[src/design/tss_pkg.sv]
// Constants shared by the sensor state sequencer
package tss_pkg;

  // Register offsets
  localparam logic [15:0] ADDR_CHIP_STANDBY = 16'h1000;
  localparam logic [15:0] ADDR_STREAM_MODE = 16'h1001;
  localparam logic [15:0] ADDR_ILLUM_TYPE = 16'h10e2;
  localparam logic [15:0] ADDR_PAT_NUM_HIGH = 16'h1405;
  localparam logic [15:0] ADDR_PAT_NUM_LOW = 16'h1406;
  localparam logic [15:0] ADDR_PAT_ON = 16'h1407;
  localparam logic [15:0] ADDR_LED_CTRL = 16'h21c4;

  // Field positions and values
  localparam int unsigned BIT_CTRL = 0;
  localparam logic [8:0] PAT_NUM_PN9 = 9'h004;
  localparam logic [7:0] LED_CTRL_OFF = 8'h00;
  localparam logic [7:0] LED_CTRL_ON = 8'hff;

  // Reset values
  localparam logic [7:0] RST_CHIP_STANDBY = 8'h01;
  localparam logic [7:0] RST_STREAM_MODE = 8'h00;
  localparam logic [7:0] RST_ILLUM_TYPE = 8'h00;
  localparam logic [7:0] RST_PAT_NUM_HIGH = 8'h00;
  localparam logic [7:0] RST_PAT_NUM_LOW = 8'h00;
  localparam logic [7:0] RST_PAT_ON = 8'h00;
  localparam logic [7:0] RST_LED_CTRL = 8'h00;
  localparam logic [8:0] PRBS_SEED = 9'h1ff;

  // Timing
  localparam int unsigned CLK_KHZ = 40000;
  localparam int unsigned FIRST_OUT_MAX_US = 600;
  localparam int unsigned FIRST_OUT_MAX_CYC = FIRST_OUT_MAX_US * CLK_KHZ / 1000;
  localparam int unsigned OTP_LOAD_EDGES = 64;
  localparam int unsigned WAKE_CYC = 1000;
  localparam int unsigned INTEG_CYC = 2000;
  localparam int unsigned READ_CYC = 2000;
  localparam int unsigned SYNC_BITS = 3;

  typedef enum logic [6:0] {
    ST_HW_STANDBY   = 7'h01,
    ST_OTP_LOAD     = 7'h02,
    ST_CHIP_STANDBY = 7'h04,
    ST_SW_STANDBY   = 7'h08,
    ST_WAKEUP       = 7'h10,
    ST_WAIT_VSYNC   = 7'h20,
    ST_FRAME        = 7'h40
  } tss_state_t;

endpackage

[src/design/tss_pat_if.sv]
// Link between the sequencer and its pattern generator
`timescale 1ns/1ps
`default_nettype none
interface tss_pat_if (
  input wire logic clk,
  input wire logic rst_n
);
  logic restart;
  logic advance;
  logic [8:0] data;

  modport ctrl (input clk, input rst_n, output restart, output advance,
    input data);
  modport gen (input clk, input rst_n, input restart, input advance,
    output data);
endinterface
`default_nettype wire

[src/design/tss_prbs9.sv]
// Nine-stage pseudo-random pattern generator
`timescale 1ns/1ps
`default_nettype none
module tss_prbs9 (
  tss_pat_if.gen pat
);
  logic [8:0] lfsr_reg;
  logic [8:0] lfsr_next;

  // Taps for x^9 + x^5 + 1
  assign lfsr_next = pat.restart ? tss_pkg::PRBS_SEED :
    pat.advance ? {lfsr_reg[7:0], lfsr_reg[8] ^ lfsr_reg[4]} :
    lfsr_reg;
  assign pat.data = lfsr_reg;

  always_ff @(posedge pat.clk or negedge pat.rst_n) begin
    if (!pat.rst_n) begin
      lfsr_reg <= tss_pkg::PRBS_SEED;
    end else begin
      lfsr_reg <= lfsr_next;
    end
  end
endmodule // tss_prbs9
`default_nettype wire

[src/design/tss_top.sv]
// Startup, standby and streaming sequencer of the sensor
`timescale 1ns/1ps
`default_nettype none
module tss_top #(
  parameter int unsigned WAKE_CYC = tss_pkg::WAKE_CYC,
  parameter int unsigned INTEG_CYC = tss_pkg::INTEG_CYC,
  parameter int unsigned READ_CYC = tss_pkg::READ_CYC,
  parameter int unsigned FIRST_OUT_MAX_CYC = tss_pkg::FIRST_OUT_MAX_CYC
) (
  input wire logic core_clk,
  input wire logic reset_n,
  input wire logic ext_reset_n,
  input wire logic input_clock_pin,
  input wire logic vertical_sync_pin,
  input wire logic timing_master,
  input wire logic reg_wr,
  input wire logic reg_rd,
  input wire logic [15:0] reg_addr,
  input wire logic [7:0] reg_wdata,
  output logic [7:0] reg_rdata,
  output logic reg_rd_valid,
  input wire logic [11:0] pix_in,
  input wire logic illum_mod,
  output logic [11:0] pix_out,
  output logic pix_valid,
  output logic frame_start,
  output logic frame_active,
  output logic led_driver_enable,
  output logic illum_out_pos,
  output logic illum_out_neg,
  output logic otp_busy,
  output logic chip_standby,
  output logic sw_standby,
  output logic streaming
);
  localparam logic [15:0] WAKE_LAST = 16'(WAKE_CYC - 1);
  localparam logic [15:0] INTEG_END = 16'(INTEG_CYC);
  localparam logic [15:0] FRAME_LAST = 16'(INTEG_CYC + READ_CYC - 1);
  localparam logic [15:0] OTP_LAST = 16'(tss_pkg::OTP_LOAD_EDGES - 1);
  localparam int unsigned SB = tss_pkg::SYNC_BITS;
  localparam int unsigned B = tss_pkg::BIT_CTRL;

  // Pin synchronisers: reset pin, input clock pin, vertical sync pin
  logic [SB-1:0] pins;
  logic [SB-1:0] sync1_reg;
  logic [SB-1:0] sync2_reg;
  logic [SB-1:0] prev_reg;
  assign pins = {vertical_sync_pin, input_clock_pin, ext_reset_n};

  genvar gi;
  generate
    for (gi = 0; gi < SB; gi++) begin : g_sync
      always_ff @(posedge core_clk or negedge reset_n) begin
        if (!reset_n) begin
          sync1_reg[gi] <= 1'b0;
          sync2_reg[gi] <= 1'b0;
          prev_reg[gi] <= 1'b0;
        end else begin
          sync1_reg[gi] <= pins[gi];
          sync2_reg[gi] <= sync1_reg[gi];
          prev_reg[gi] <= sync2_reg[gi];
        end
      end
    end
  endgenerate

  logic ext_ok;
  logic clk_rise;
  logic vs_fall;
  assign ext_ok = sync2_reg[0];
  assign clk_rise = sync2_reg[1] && !prev_reg[1];
  assign vs_fall = !sync2_reg[2] && prev_reg[2];

  tss_pkg::tss_state_t state_reg;
  tss_pkg::tss_state_t state_next;
  logic [15:0] cnt_reg;
  logic [15:0] cnt_next;
  logic [7:0] standby_reg;
  logic [7:0] mode_reg;
  logic [7:0] illum_reg;
  logic [7:0] pat_hi_reg;
  logic [7:0] pat_lo_reg;
  logic [7:0] pat_on_reg;
  logic [7:0] led_ctrl_reg;

  // Register write decode
  logic wr_allowed;
  logic wr_go;
  logic wr_standby;
  logic wr_mode;
  logic wr_illum;
  logic wr_pat_hi;
  logic wr_pat_lo;
  logic wr_pat_on;
  logic wr_led;
  // No access while in hardware standby or loading one-time data
  assign wr_allowed = (state_reg != tss_pkg::ST_HW_STANDBY) &&
    (state_reg != tss_pkg::ST_OTP_LOAD) && ext_ok;
  assign wr_go = reg_wr && wr_allowed;
  assign wr_standby = wr_go && reg_addr == tss_pkg::ADDR_CHIP_STANDBY;
  assign wr_mode = wr_go && reg_addr == tss_pkg::ADDR_STREAM_MODE;
  assign wr_illum = wr_go && reg_addr == tss_pkg::ADDR_ILLUM_TYPE;
  assign wr_pat_hi = wr_go && reg_addr == tss_pkg::ADDR_PAT_NUM_HIGH;
  assign wr_pat_lo = wr_go && reg_addr == tss_pkg::ADDR_PAT_NUM_LOW;
  assign wr_pat_on = wr_go && reg_addr == tss_pkg::ADDR_PAT_ON;
  assign wr_led = wr_go && reg_addr == tss_pkg::ADDR_LED_CTRL;

  // External reset pin returns every register to its default
  always_ff @(posedge core_clk or negedge reset_n) begin
    if (!reset_n) begin
      standby_reg <= tss_pkg::RST_CHIP_STANDBY;
      mode_reg <= tss_pkg::RST_STREAM_MODE;
      illum_reg <= tss_pkg::RST_ILLUM_TYPE;
      pat_hi_reg <= tss_pkg::RST_PAT_NUM_HIGH;
      pat_lo_reg <= tss_pkg::RST_PAT_NUM_LOW;
      pat_on_reg <= tss_pkg::RST_PAT_ON;
      led_ctrl_reg <= tss_pkg::RST_LED_CTRL;
    end else if (!ext_ok) begin
      standby_reg <= tss_pkg::RST_CHIP_STANDBY;
      mode_reg <= tss_pkg::RST_STREAM_MODE;
      illum_reg <= tss_pkg::RST_ILLUM_TYPE;
      pat_hi_reg <= tss_pkg::RST_PAT_NUM_HIGH;
      pat_lo_reg <= tss_pkg::RST_PAT_NUM_LOW;
      pat_on_reg <= tss_pkg::RST_PAT_ON;
      led_ctrl_reg <= tss_pkg::RST_LED_CTRL;
    end else begin
      if (wr_standby) standby_reg <= reg_wdata;
      if (wr_mode) mode_reg <= reg_wdata;
      if (wr_illum) illum_reg <= reg_wdata;
      if (wr_pat_hi) pat_hi_reg <= reg_wdata;
      if (wr_pat_lo) pat_lo_reg <= reg_wdata;
      if (wr_pat_on) pat_on_reg <= reg_wdata;
      if (wr_led) led_ctrl_reg <= reg_wdata;
    end
  end

  // Read mux; unmapped offsets and blocked reads answer zero
  logic [7:0] rd_mux;
  assign rd_mux = !wr_allowed ? 8'h00 :
    reg_addr == tss_pkg::ADDR_CHIP_STANDBY ? standby_reg :
    reg_addr == tss_pkg::ADDR_STREAM_MODE ? mode_reg :
    reg_addr == tss_pkg::ADDR_ILLUM_TYPE ? illum_reg :
    reg_addr == tss_pkg::ADDR_PAT_NUM_HIGH ? pat_hi_reg :
    reg_addr == tss_pkg::ADDR_PAT_NUM_LOW ? pat_lo_reg :
    reg_addr == tss_pkg::ADDR_PAT_ON ? pat_on_reg :
    reg_addr == tss_pkg::ADDR_LED_CTRL ? led_ctrl_reg : 8'h00;

  logic standby_bit;
  logic stream_bit;
  logic frame_last;
  assign standby_bit = standby_reg[B];
  assign stream_bit = mode_reg[B];
  assign frame_last = state_reg == tss_pkg::ST_FRAME && cnt_reg == FRAME_LAST;

  always_comb begin
    state_next = state_reg;
    case (state_reg)
      tss_pkg::ST_HW_STANDBY: begin
        state_next = tss_pkg::ST_OTP_LOAD;
      end
      tss_pkg::ST_OTP_LOAD: begin
        if (clk_rise && cnt_reg == OTP_LAST) begin
          state_next = tss_pkg::ST_CHIP_STANDBY;
        end
      end
      tss_pkg::ST_CHIP_STANDBY: begin
        if (!standby_bit) begin
          state_next = tss_pkg::ST_SW_STANDBY;
        end
      end
      tss_pkg::ST_SW_STANDBY: begin
        if (standby_bit) begin
          state_next = tss_pkg::ST_CHIP_STANDBY;
        end else if (stream_bit) begin
          state_next = tss_pkg::ST_WAKEUP;
        end
      end
      tss_pkg::ST_WAKEUP: begin
        if (cnt_reg == WAKE_LAST) begin
          state_next = timing_master ? tss_pkg::ST_FRAME :
            tss_pkg::ST_WAIT_VSYNC;
        end
      end
      tss_pkg::ST_WAIT_VSYNC: begin
        if (!stream_bit) begin
          state_next = tss_pkg::ST_SW_STANDBY;
        end else if (vs_fall) begin
          state_next = tss_pkg::ST_FRAME;
        end
      end
      tss_pkg::ST_FRAME: begin
        // A stop request only takes effect at the end of a frame
        if (frame_last) begin
          state_next = !stream_bit ? tss_pkg::ST_SW_STANDBY :
            timing_master ? tss_pkg::ST_FRAME :
            tss_pkg::ST_WAIT_VSYNC;
        end
      end
      default: begin
        state_next = tss_pkg::ST_HW_STANDBY;
      end
    endcase
    if (!ext_ok) begin
      state_next = tss_pkg::ST_HW_STANDBY;
    end
  end

  logic new_frame;
  assign new_frame = state_next == tss_pkg::ST_FRAME &&
    (state_reg != tss_pkg::ST_FRAME || frame_last);
  assign cnt_next = (state_next != state_reg || new_frame) ? 16'h0000 :
    (state_reg == tss_pkg::ST_OTP_LOAD && !clk_rise) ? cnt_reg :
    16'(cnt_reg + 16'h0001);

  // Pattern runs only for the pseudo-random pattern number
  logic pat_sel;
  logic pix_valid_next;
  logic led_next;
  assign pat_sel = pat_on_reg[B] &&
    {pat_hi_reg[0], pat_lo_reg} == tss_pkg::PAT_NUM_PN9;
  assign pix_valid_next = state_next == tss_pkg::ST_FRAME &&
    cnt_next >= INTEG_END;
  assign led_next = state_next == tss_pkg::ST_FRAME && cnt_next < INTEG_END &&
    led_ctrl_reg == tss_pkg::LED_CTRL_ON;

  tss_pat_if pat (.clk(core_clk), .rst_n(reset_n));
  assign pat.restart = new_frame;
  assign pat.advance = pix_valid_next && pat_sel;
  tss_prbs9 u_prbs (.pat(pat));

  always_ff @(posedge core_clk or negedge reset_n) begin
    if (!reset_n) begin
      state_reg <= tss_pkg::ST_HW_STANDBY;
      cnt_reg <= 16'h0000;
      frame_start <= 1'b0;
      frame_active <= 1'b0;
      pix_valid <= 1'b0;
      led_driver_enable <= 1'b0;
      pix_out <= 12'h000;
      illum_out_pos <= 1'b0;
      illum_out_neg <= 1'b0;
      reg_rdata <= 8'h00;
      reg_rd_valid <= 1'b0;
    end else begin
      state_reg <= state_next;
      cnt_reg <= cnt_next;
      frame_start <= new_frame;
      frame_active <= state_next == tss_pkg::ST_FRAME;
      pix_valid <= pix_valid_next;
      led_driver_enable <= led_next;
      pix_out <= pat_sel ? {3'h0, pat.data} : pix_in;
      illum_out_pos <= illum_mod;
      illum_out_neg <= illum_reg[B] && !illum_mod;
      reg_rdata <= reg_rd ? rd_mux : reg_rdata;
      reg_rd_valid <= reg_rd;
    end
  end

  assign otp_busy = state_reg == tss_pkg::ST_OTP_LOAD ||
    state_reg == tss_pkg::ST_HW_STANDBY;
  assign chip_standby = state_reg == tss_pkg::ST_CHIP_STANDBY;
  assign sw_standby = state_reg == tss_pkg::ST_SW_STANDBY;
  assign streaming = state_reg == tss_pkg::ST_WAKEUP ||
    state_reg == tss_pkg::ST_WAIT_VSYNC || state_reg == tss_pkg::ST_FRAME;
endmodule // tss_top
`default_nettype wire

[config.mk]
export PLATFORM = sky130hd
export DESIGN_NAME = tss_top
export DESIGN_NICKNAME = d
export VERILOG_FILES = /design/src/design/tss_pkg.sv /design/src/design/tss_pat_if.sv /design/src/design/tss_prbs9.sv /design/src/design/tss_top.sv
export SDC_FILE = /design/constraint.sdc
export NUM_CORES = 1
export LEC_CHECK = 0
export BUFFER_PORTS_ARGS = -buffer_cell sky130_fd_sc_hd__buf_4
export CAP_MARGIN = 10
export CORE_UTILIZATION = 53
export DETAILED_ROUTE_END_ITERATION = 10
export MAX_ROUTING_LAYER = met4
export PLACE_DENSITY = 0.74
export SLEW_MARGIN = 20
export SYNTH_ARGS = -nofsm -noshare
export SYNTH_HDL_FRONTEND = slang
export SYNTH_SLANG_ARGS = --single-unit
[constraint.sdc]
create_clock -name core_clk -period 7.1 [get_ports core_clk]
set_input_delay 1.065 -clock core_clk [delete_from_list [all_inputs] [get_ports core_clk]]
set_output_delay 1.065 -clock core_clk [all_outputs]
set_load 0.02 [all_outputs]
* After elaboration in Yosys (flattened, before gate mapping) *
Cells that the tools add are included.

operators by class
  add/subtract/negate cells = 1
  reduce and logical (&&, ||, !) cells = 32
  order comparisons = 2
  equal/unequal tests = 31
  muxes and demuxes = 39
  bitwise operators = 1

operator list
  kind                   count
  $mux 8                 22
  $eq 16x13->1 const B   6
  $mux 7                 11
  $pmux 7 s7             1
  $mux 16                2
  $logic_and 1x1->1      22
  $mux 9                 2
  $add 16x1->16 const B  1
  $eq 16x10->1 const B   1
  $eq 16x12->1 const B   1
  $eq 16x14->1 const B   1
  $eq 16x6->1 const B    1
  $ge 16x11->1 const B   1
  $lt 16x11->1 const B   1
  $eq 7x7->1 const B     2
  $ne 2x1->1 const B     7
  $mux 12                1
  $eq 9x3->1 const B     1
  $eq 8x8->1 const B     1
  $eq 7x1->1 const B     1
  $eq 7x2->1 const B     1
  $eq 7x3->1 const B     1
  $eq 7x4->1 const B     1
  $eq 7x5->1 const B     1
  9 further kinds        16

storage, ports and cells
  input port bits = 45
  flip-flop bits (word level) = 123
  logic and storage cells = 133
  output and inout bits = 31

* Depth between registers and ports, before layout *
  depth after elaboration = 15
  mapped depth = 11
  mapped depth without buffers = 8

* Modules after synthesis *
From an unflattened synthesis, not the netlist that was laid out.

unflattened totals
  cell total of the unflattened synthesis = 628
  area, all modules = 6543.8 um2

modules (own cells, without submodules)
  module     sequential area each (um2)  instances  cells an instance  area an instance (um2)
  tss_top    2855.2                      1          598                6162.2
  tss_prbs9  236.5                       1          30                 381.6

* Worst setup path after synthesis *
No wires, ideal clock.

  path kind = in2reg
  start point = input reg_addr[4]
  end point = register pat_lo_reg[0]
  data arrival time = 2.987 ns
  stages = 9
  buffers on the path = 2
  setup time = 0.127 ns
  data required time = 6.973 ns
  setup slack = 3.986 ns
  cell sequence = or3_1 -> or3b_2 -> nor4_1 -> nand2b_1 -> clkbuf_1 -> or2_2 -> clkbuf_1 -> nand2_1 -> a21boi_0

between the ends
  cells in the longest elaborated chain, start to end = 3

ends and longest elaborated chain
  item                         RTL line        source
  start, declared              tss_top.sv:18   input wire logic [15:0] reg_addr,
  $eq 16x13->1                 tss_top.sv:104  assign wr_pat_lo = wr_go && reg_addr == tss_pkg::ADDR_PAT_NUM_LOW;
  $logic_and 1x1->1            tss_top.sv:104
  $ne 2x1->1 (no source line)  --
  end signal, assigned         tss_top.sv:115  pat_lo_reg <= tss_pkg::RST_PAT_NUM_LOW;
  end signal, assigned         tss_top.sv:123  pat_lo_reg <= tss_pkg::RST_PAT_NUM_LOW;
  end signal, assigned         tss_top.sv:131  if (wr_pat_lo) pat_lo_reg <= reg_wdata;
  end, declared                tss_top.sv:82   logic [7:0] pat_lo_reg;

No other way between the ends.
A chain may end at the register's enable or synchronous reset.

* Worst setup path after layout *
  start point = register state_reg[2]
  end point = register u_prbs.lfsr_reg[2] (netlist: u_prbs.pat.data[2])

between the ends
  cells in the longest elaborated chain, start to end = 13
  elaborated cells between the ends (all ways) = 32
  classes of those cells = 1 x order compare; 10 x eq/ne; 13 x mux; 8 x reduce/logical

ends and longest elaborated chain
  item                                RTL line                        source
  start, declared                     tss_top.sv:74                   tss_pkg::tss_state_t state_reg;
  start signal, assigned              tss_top.sv:233                  state_reg <= tss_pkg::ST_HW_STANDBY;
  start signal, assigned              tss_top.sv:245                  state_reg <= state_next;
  $eq 7x7->1                          tss_top.sv:153, tss_top.sv:157
  $logic_and 1x1->1                   tss_top.sv:153                  assign frame_last = state_reg == tss_pkg::ST_FRAME && cnt_reg == FRAME_LAST;
  $mux 7                              tss_top.sv:193                  if (frame_last) begin
  $pmux 7 s7 (*)                      tss_top.sv:157                  case (state_reg)
  $mux 7 (*)                          tss_top.sv:203                  if (!ext_ok) begin
  net state_next[6]                   tss_top.sv:75                   tss_pkg::tss_state_t state_next;
  $eq 7x7->1                          tss_top.sv:209, tss_top.sv:221
  $logic_and 1x1->1                   tss_top.sv:209                  assign new_frame = state_next == tss_pkg::ST_FRAME &&
  $logic_or 1x1->1                    tss_top.sv:211                  assign cnt_next = (state_next != state_reg || new_frame) ? 16'h0000 :
  $mux 16                             tss_top.sv:211
  $ge 16x11->1                        tss_top.sv:222                  cnt_next >= INTEG_END;
  $logic_and 1x1->1                   tss_top.sv:221                  assign pix_valid_next = state_next == tss_pkg::ST_FRAME &&
  $logic_and 1x1->1                   tss_top.sv:228                  assign pat.advance = pix_valid_next && pat_sel;
  $reduce_bool 2->1 (no source line)  --
  end signal, assigned                tss_prbs9.sv:18                 lfsr_reg <= tss_pkg::PRBS_SEED;
  end signal, assigned                tss_prbs9.sv:20                 lfsr_reg <= lfsr_next;
  end, declared                       tss_prbs9.sv:7                  logic [8:0] lfsr_reg;

Mark *: on every way through the listed nets, which the timed path passes. The rest lies on a longest branch.

==> summary.txt <==
Yosys
  – Avg Cell Area, Syn: approximately 9.8 um2
  – Share of the synthesized area in the top cell type: 0.431
  – Sequential fraction of the synthesis area: 0.475
  – Yosys top cell by area: dfrtp_1
  – Count leader, synth: dfrtp_1
  – Ys async rst share: 1.00
  – Synth cell count leaders: dfrtp_1 (112), nand2_1 (101), nor2_1 (48), mux2i_1 (36), a21boi_0 (33)
  – Syn nets: about 710
  – Netlist cell types: a little under 70
  – Ys Warns: 0
  – EDFF count, synth: 0
  – Post-Synthesis Cells: ~670
  – Most used DFF post-synth: dfrtp_1
  – Synth Register Bits: 123
  – Leading post-synthesis cells by cell area: dfrtp_1 (43%), nand2_1 (5.8%), mux2i_1 (5.5%)
  – Mapped cell area: about 6500 um2

Critical path
  – CP max FO: 12
  – Data required, critical path: 7440 ps
  – Arrival @ worst endpoint: ~3600 ps
  – Worst Setup Start Kind: flop
  – WS Path Type: reg2reg
  – Critical Path Sink Type: flop

STA
  – Fin Clk Skew: 9.67 ps
  – Max Clock Freq: about 0.3 GHz
  – Setup TNS: 0 ps
  – Slew margin rel.: 0.375
  – RSZ-0062 raised after global routing: no
  – Final Hold Viols: 0
  – Final worst path period need: roughly 3200 ps
  – Final worst path period share: 0.456
  – Setup-failing EPs final: 0
  – Max Slew Vio Count: 0
  – Worst Max-Slew Pin Slew: approximately 940 ps

Layout
  – Largest register FFs: 16
  – Net count, final: 770
  – Area added between synthesis and finish: 18.1%
  – N_diodes: 0
  – Reg area: 3090 um2
  – Layout cells sized above 1: 0.202
  – Filler cells: 965
  – Post-layout instance area: approximately 7700 um2
  – Area of the multi-input gates: 3150 um2

Clock tree
  – CTS Root Cell: clkbuf_16
  – H-tree depth: 4
  – Post_cts resized: 0
  – Deepest clock path buffer count: 2
  – # clock sinks: around 120
  – Postcts setup bufs: 0
  – Reg clk slew, reported paths: approximately 50 ps
  – Num CTS Buffers: 17
  – CTS tree: yes
  – Clock latency on the worst-skew pair: between 400 and 500 ps
  – Number of hold buffers added after cts: 0

Run status
  – Status: complete, no violations

Routing
  – ANT nets after route: 0
  – Routed via count: roughly 5.3k
  – First-pass detailed-route iteration total: 5
  – Vias per cell: slightly above 6
  – Post-Route WL: between 15 and 20 mm
  – Wire per inst: 18.2 um
  – DRT iter0 DRCs: ~310
  – # DRC: 0

Min path
  – Worst Hold Class: reg2reg

Pwr
  – Lkg Pwr: 3.35 nW
  – PD cells: approximately 250 nW/um2
  – Maximum VDD drop: between 150 and 200 uV
  – Final Power: slightly below 0.002 W

Placed design
  – Port bufs: 75
  – Hpwl dp: around 11 mm
  – Placed instance area: 7070 um2
  – RD Place Congestion: just under 1

Floorplan
  – Die area: between 10,000 and 15,000 um2
  – Die Wd: approximately 110 um
  – Rows: 40
  – DIE HEIGHT: 113 um
  – Initial core utilization: 0.544
  – Ports: 76
  – Core Footprint: 12,000 um2

Global route
  – First-pass GRT wire length: roughly 26 mm
  – Aggregate global routing overflow: 0
  – Total track usage: 0.279
  – Largest net degree at the start of global routing: between 70 and 80
  – Vias in the first global route: approximately 5.2k
  – Initial antenna violation count: 0

Run
  – Max_cap viols: 0
## per-stage QoR
| step | setup slack [ps] | instances | utilization | hold WS (ps) |
|---|---|---|---|---|
| CTS | 3630 | 883 | 0.642 | 350 |
| floorplan | 3990 | 666 | - | 331 |
| finish | 3860 | 883 | 0.642 | 351 |
| detailed placement | 3450 | 852 | 0.591 | 340 |
| global placement | 3590 | 852 | 0.591 | 332 |
| global route | 3580 | 883 | 0.642 | 363 |
## per-layer routing
metal	share of wire	track usage	up-vias
met5	0	-	-
met3	0.066	0.0482	24
met1	0.43	0.364	2618
met2	0.48	0.431	234
met4	0.018	0.125	0
li1	-	-	2463
## path summary, 6_finish.rpt
path                                        startpoint                              to  slack (ps)  cells after the start
worst max-delay path            state_reg[2]$_DFF_PN0_  u_prbs.pat.data[2]$_DFFE_PN1P_        3860                      7
worst min-delay path            sync1_reg[1]$_DFF_PN0_          sync2_reg[1]$_DFF_PN0_         350                      0
worst max register to register  state_reg[2]$_DFF_PN0_  u_prbs.pat.data[2]$_DFFE_PN1P_        3860                      7
worst min register to register  sync1_reg[1]$_DFF_PN0_          sync2_reg[1]$_DFF_PN0_         350                      0
max in group asynchronous                      reset_n           cnt_reg[11]$_DFF_PN0_        5090                      2
min in group asynchronous                      reset_n            cnt_reg[6]$_DFF_PN0_         790                      1
## where the power goes
group	internal (W)	switching, W	total (W)
Sequential	0.000725	0.0000316	0.000756
Combinational	0.0000982	0.000211	0.000309
Clock	0.000585	0.000300	0.000885
## cells in the final DEF, fill, tap and decap left out, types with 6 or more instances in the layout
master	synthesis	final
nor2b_1	27	27
dfstp_2	11	11
nand3_1	30	30
o21a_1	9	9
and2_1	6	6
nand2b_1	21	21
nor3_1	12	12
nor2_1	48	48
xnor2_1	8	8
a21oi_1	7	7
a222oi_1	7	7
o22ai_1	9	9
nand4_1	9	9
a21boi_0	33	33
dfrtp_1	112	112
mux2i_1	36	36
xor2_1	10	10
nor2_4	11	11
a22oi_1	9	9
nand2_1	101	101
o21ai_0	13	13
inv_1	14	14
buf_4	1	79
and3_1	10	10
clkbuf_16	0	17
## worst max-delay path, cell delays in order (launching register included)
cell and delay [ps]:
dfrtp_1 540, nor4_4 520, nand3_1 240, o31ai_1 470
o31a_1 320, nand2_1 120, nor4b_4 670, mux2i_1 280
## kinds of logic after synthesis
family	count (synthesis)	synth area share
buffers and inverters	55	0.0416
xor gates and xnor gates	18	0.0242
adders and majority gates	1	0.00192
and+or+nand+nor	317	0.269
AOI/OAI and AO/OA	116	0.132
muxes	36	0.0554
DFF	123	0.475
## cell type report
cell class,instances,area share
clock buffers,24,0.0640
clock inverters,7,0.0147
inverters,15,0.00733
multi-input cells,488,0.410
flip-flops and latches,123,0.403
well taps,147,0.0240
repair buffers,79,0.0772
No activity file was read; power rests on OpenSTA's default activity.
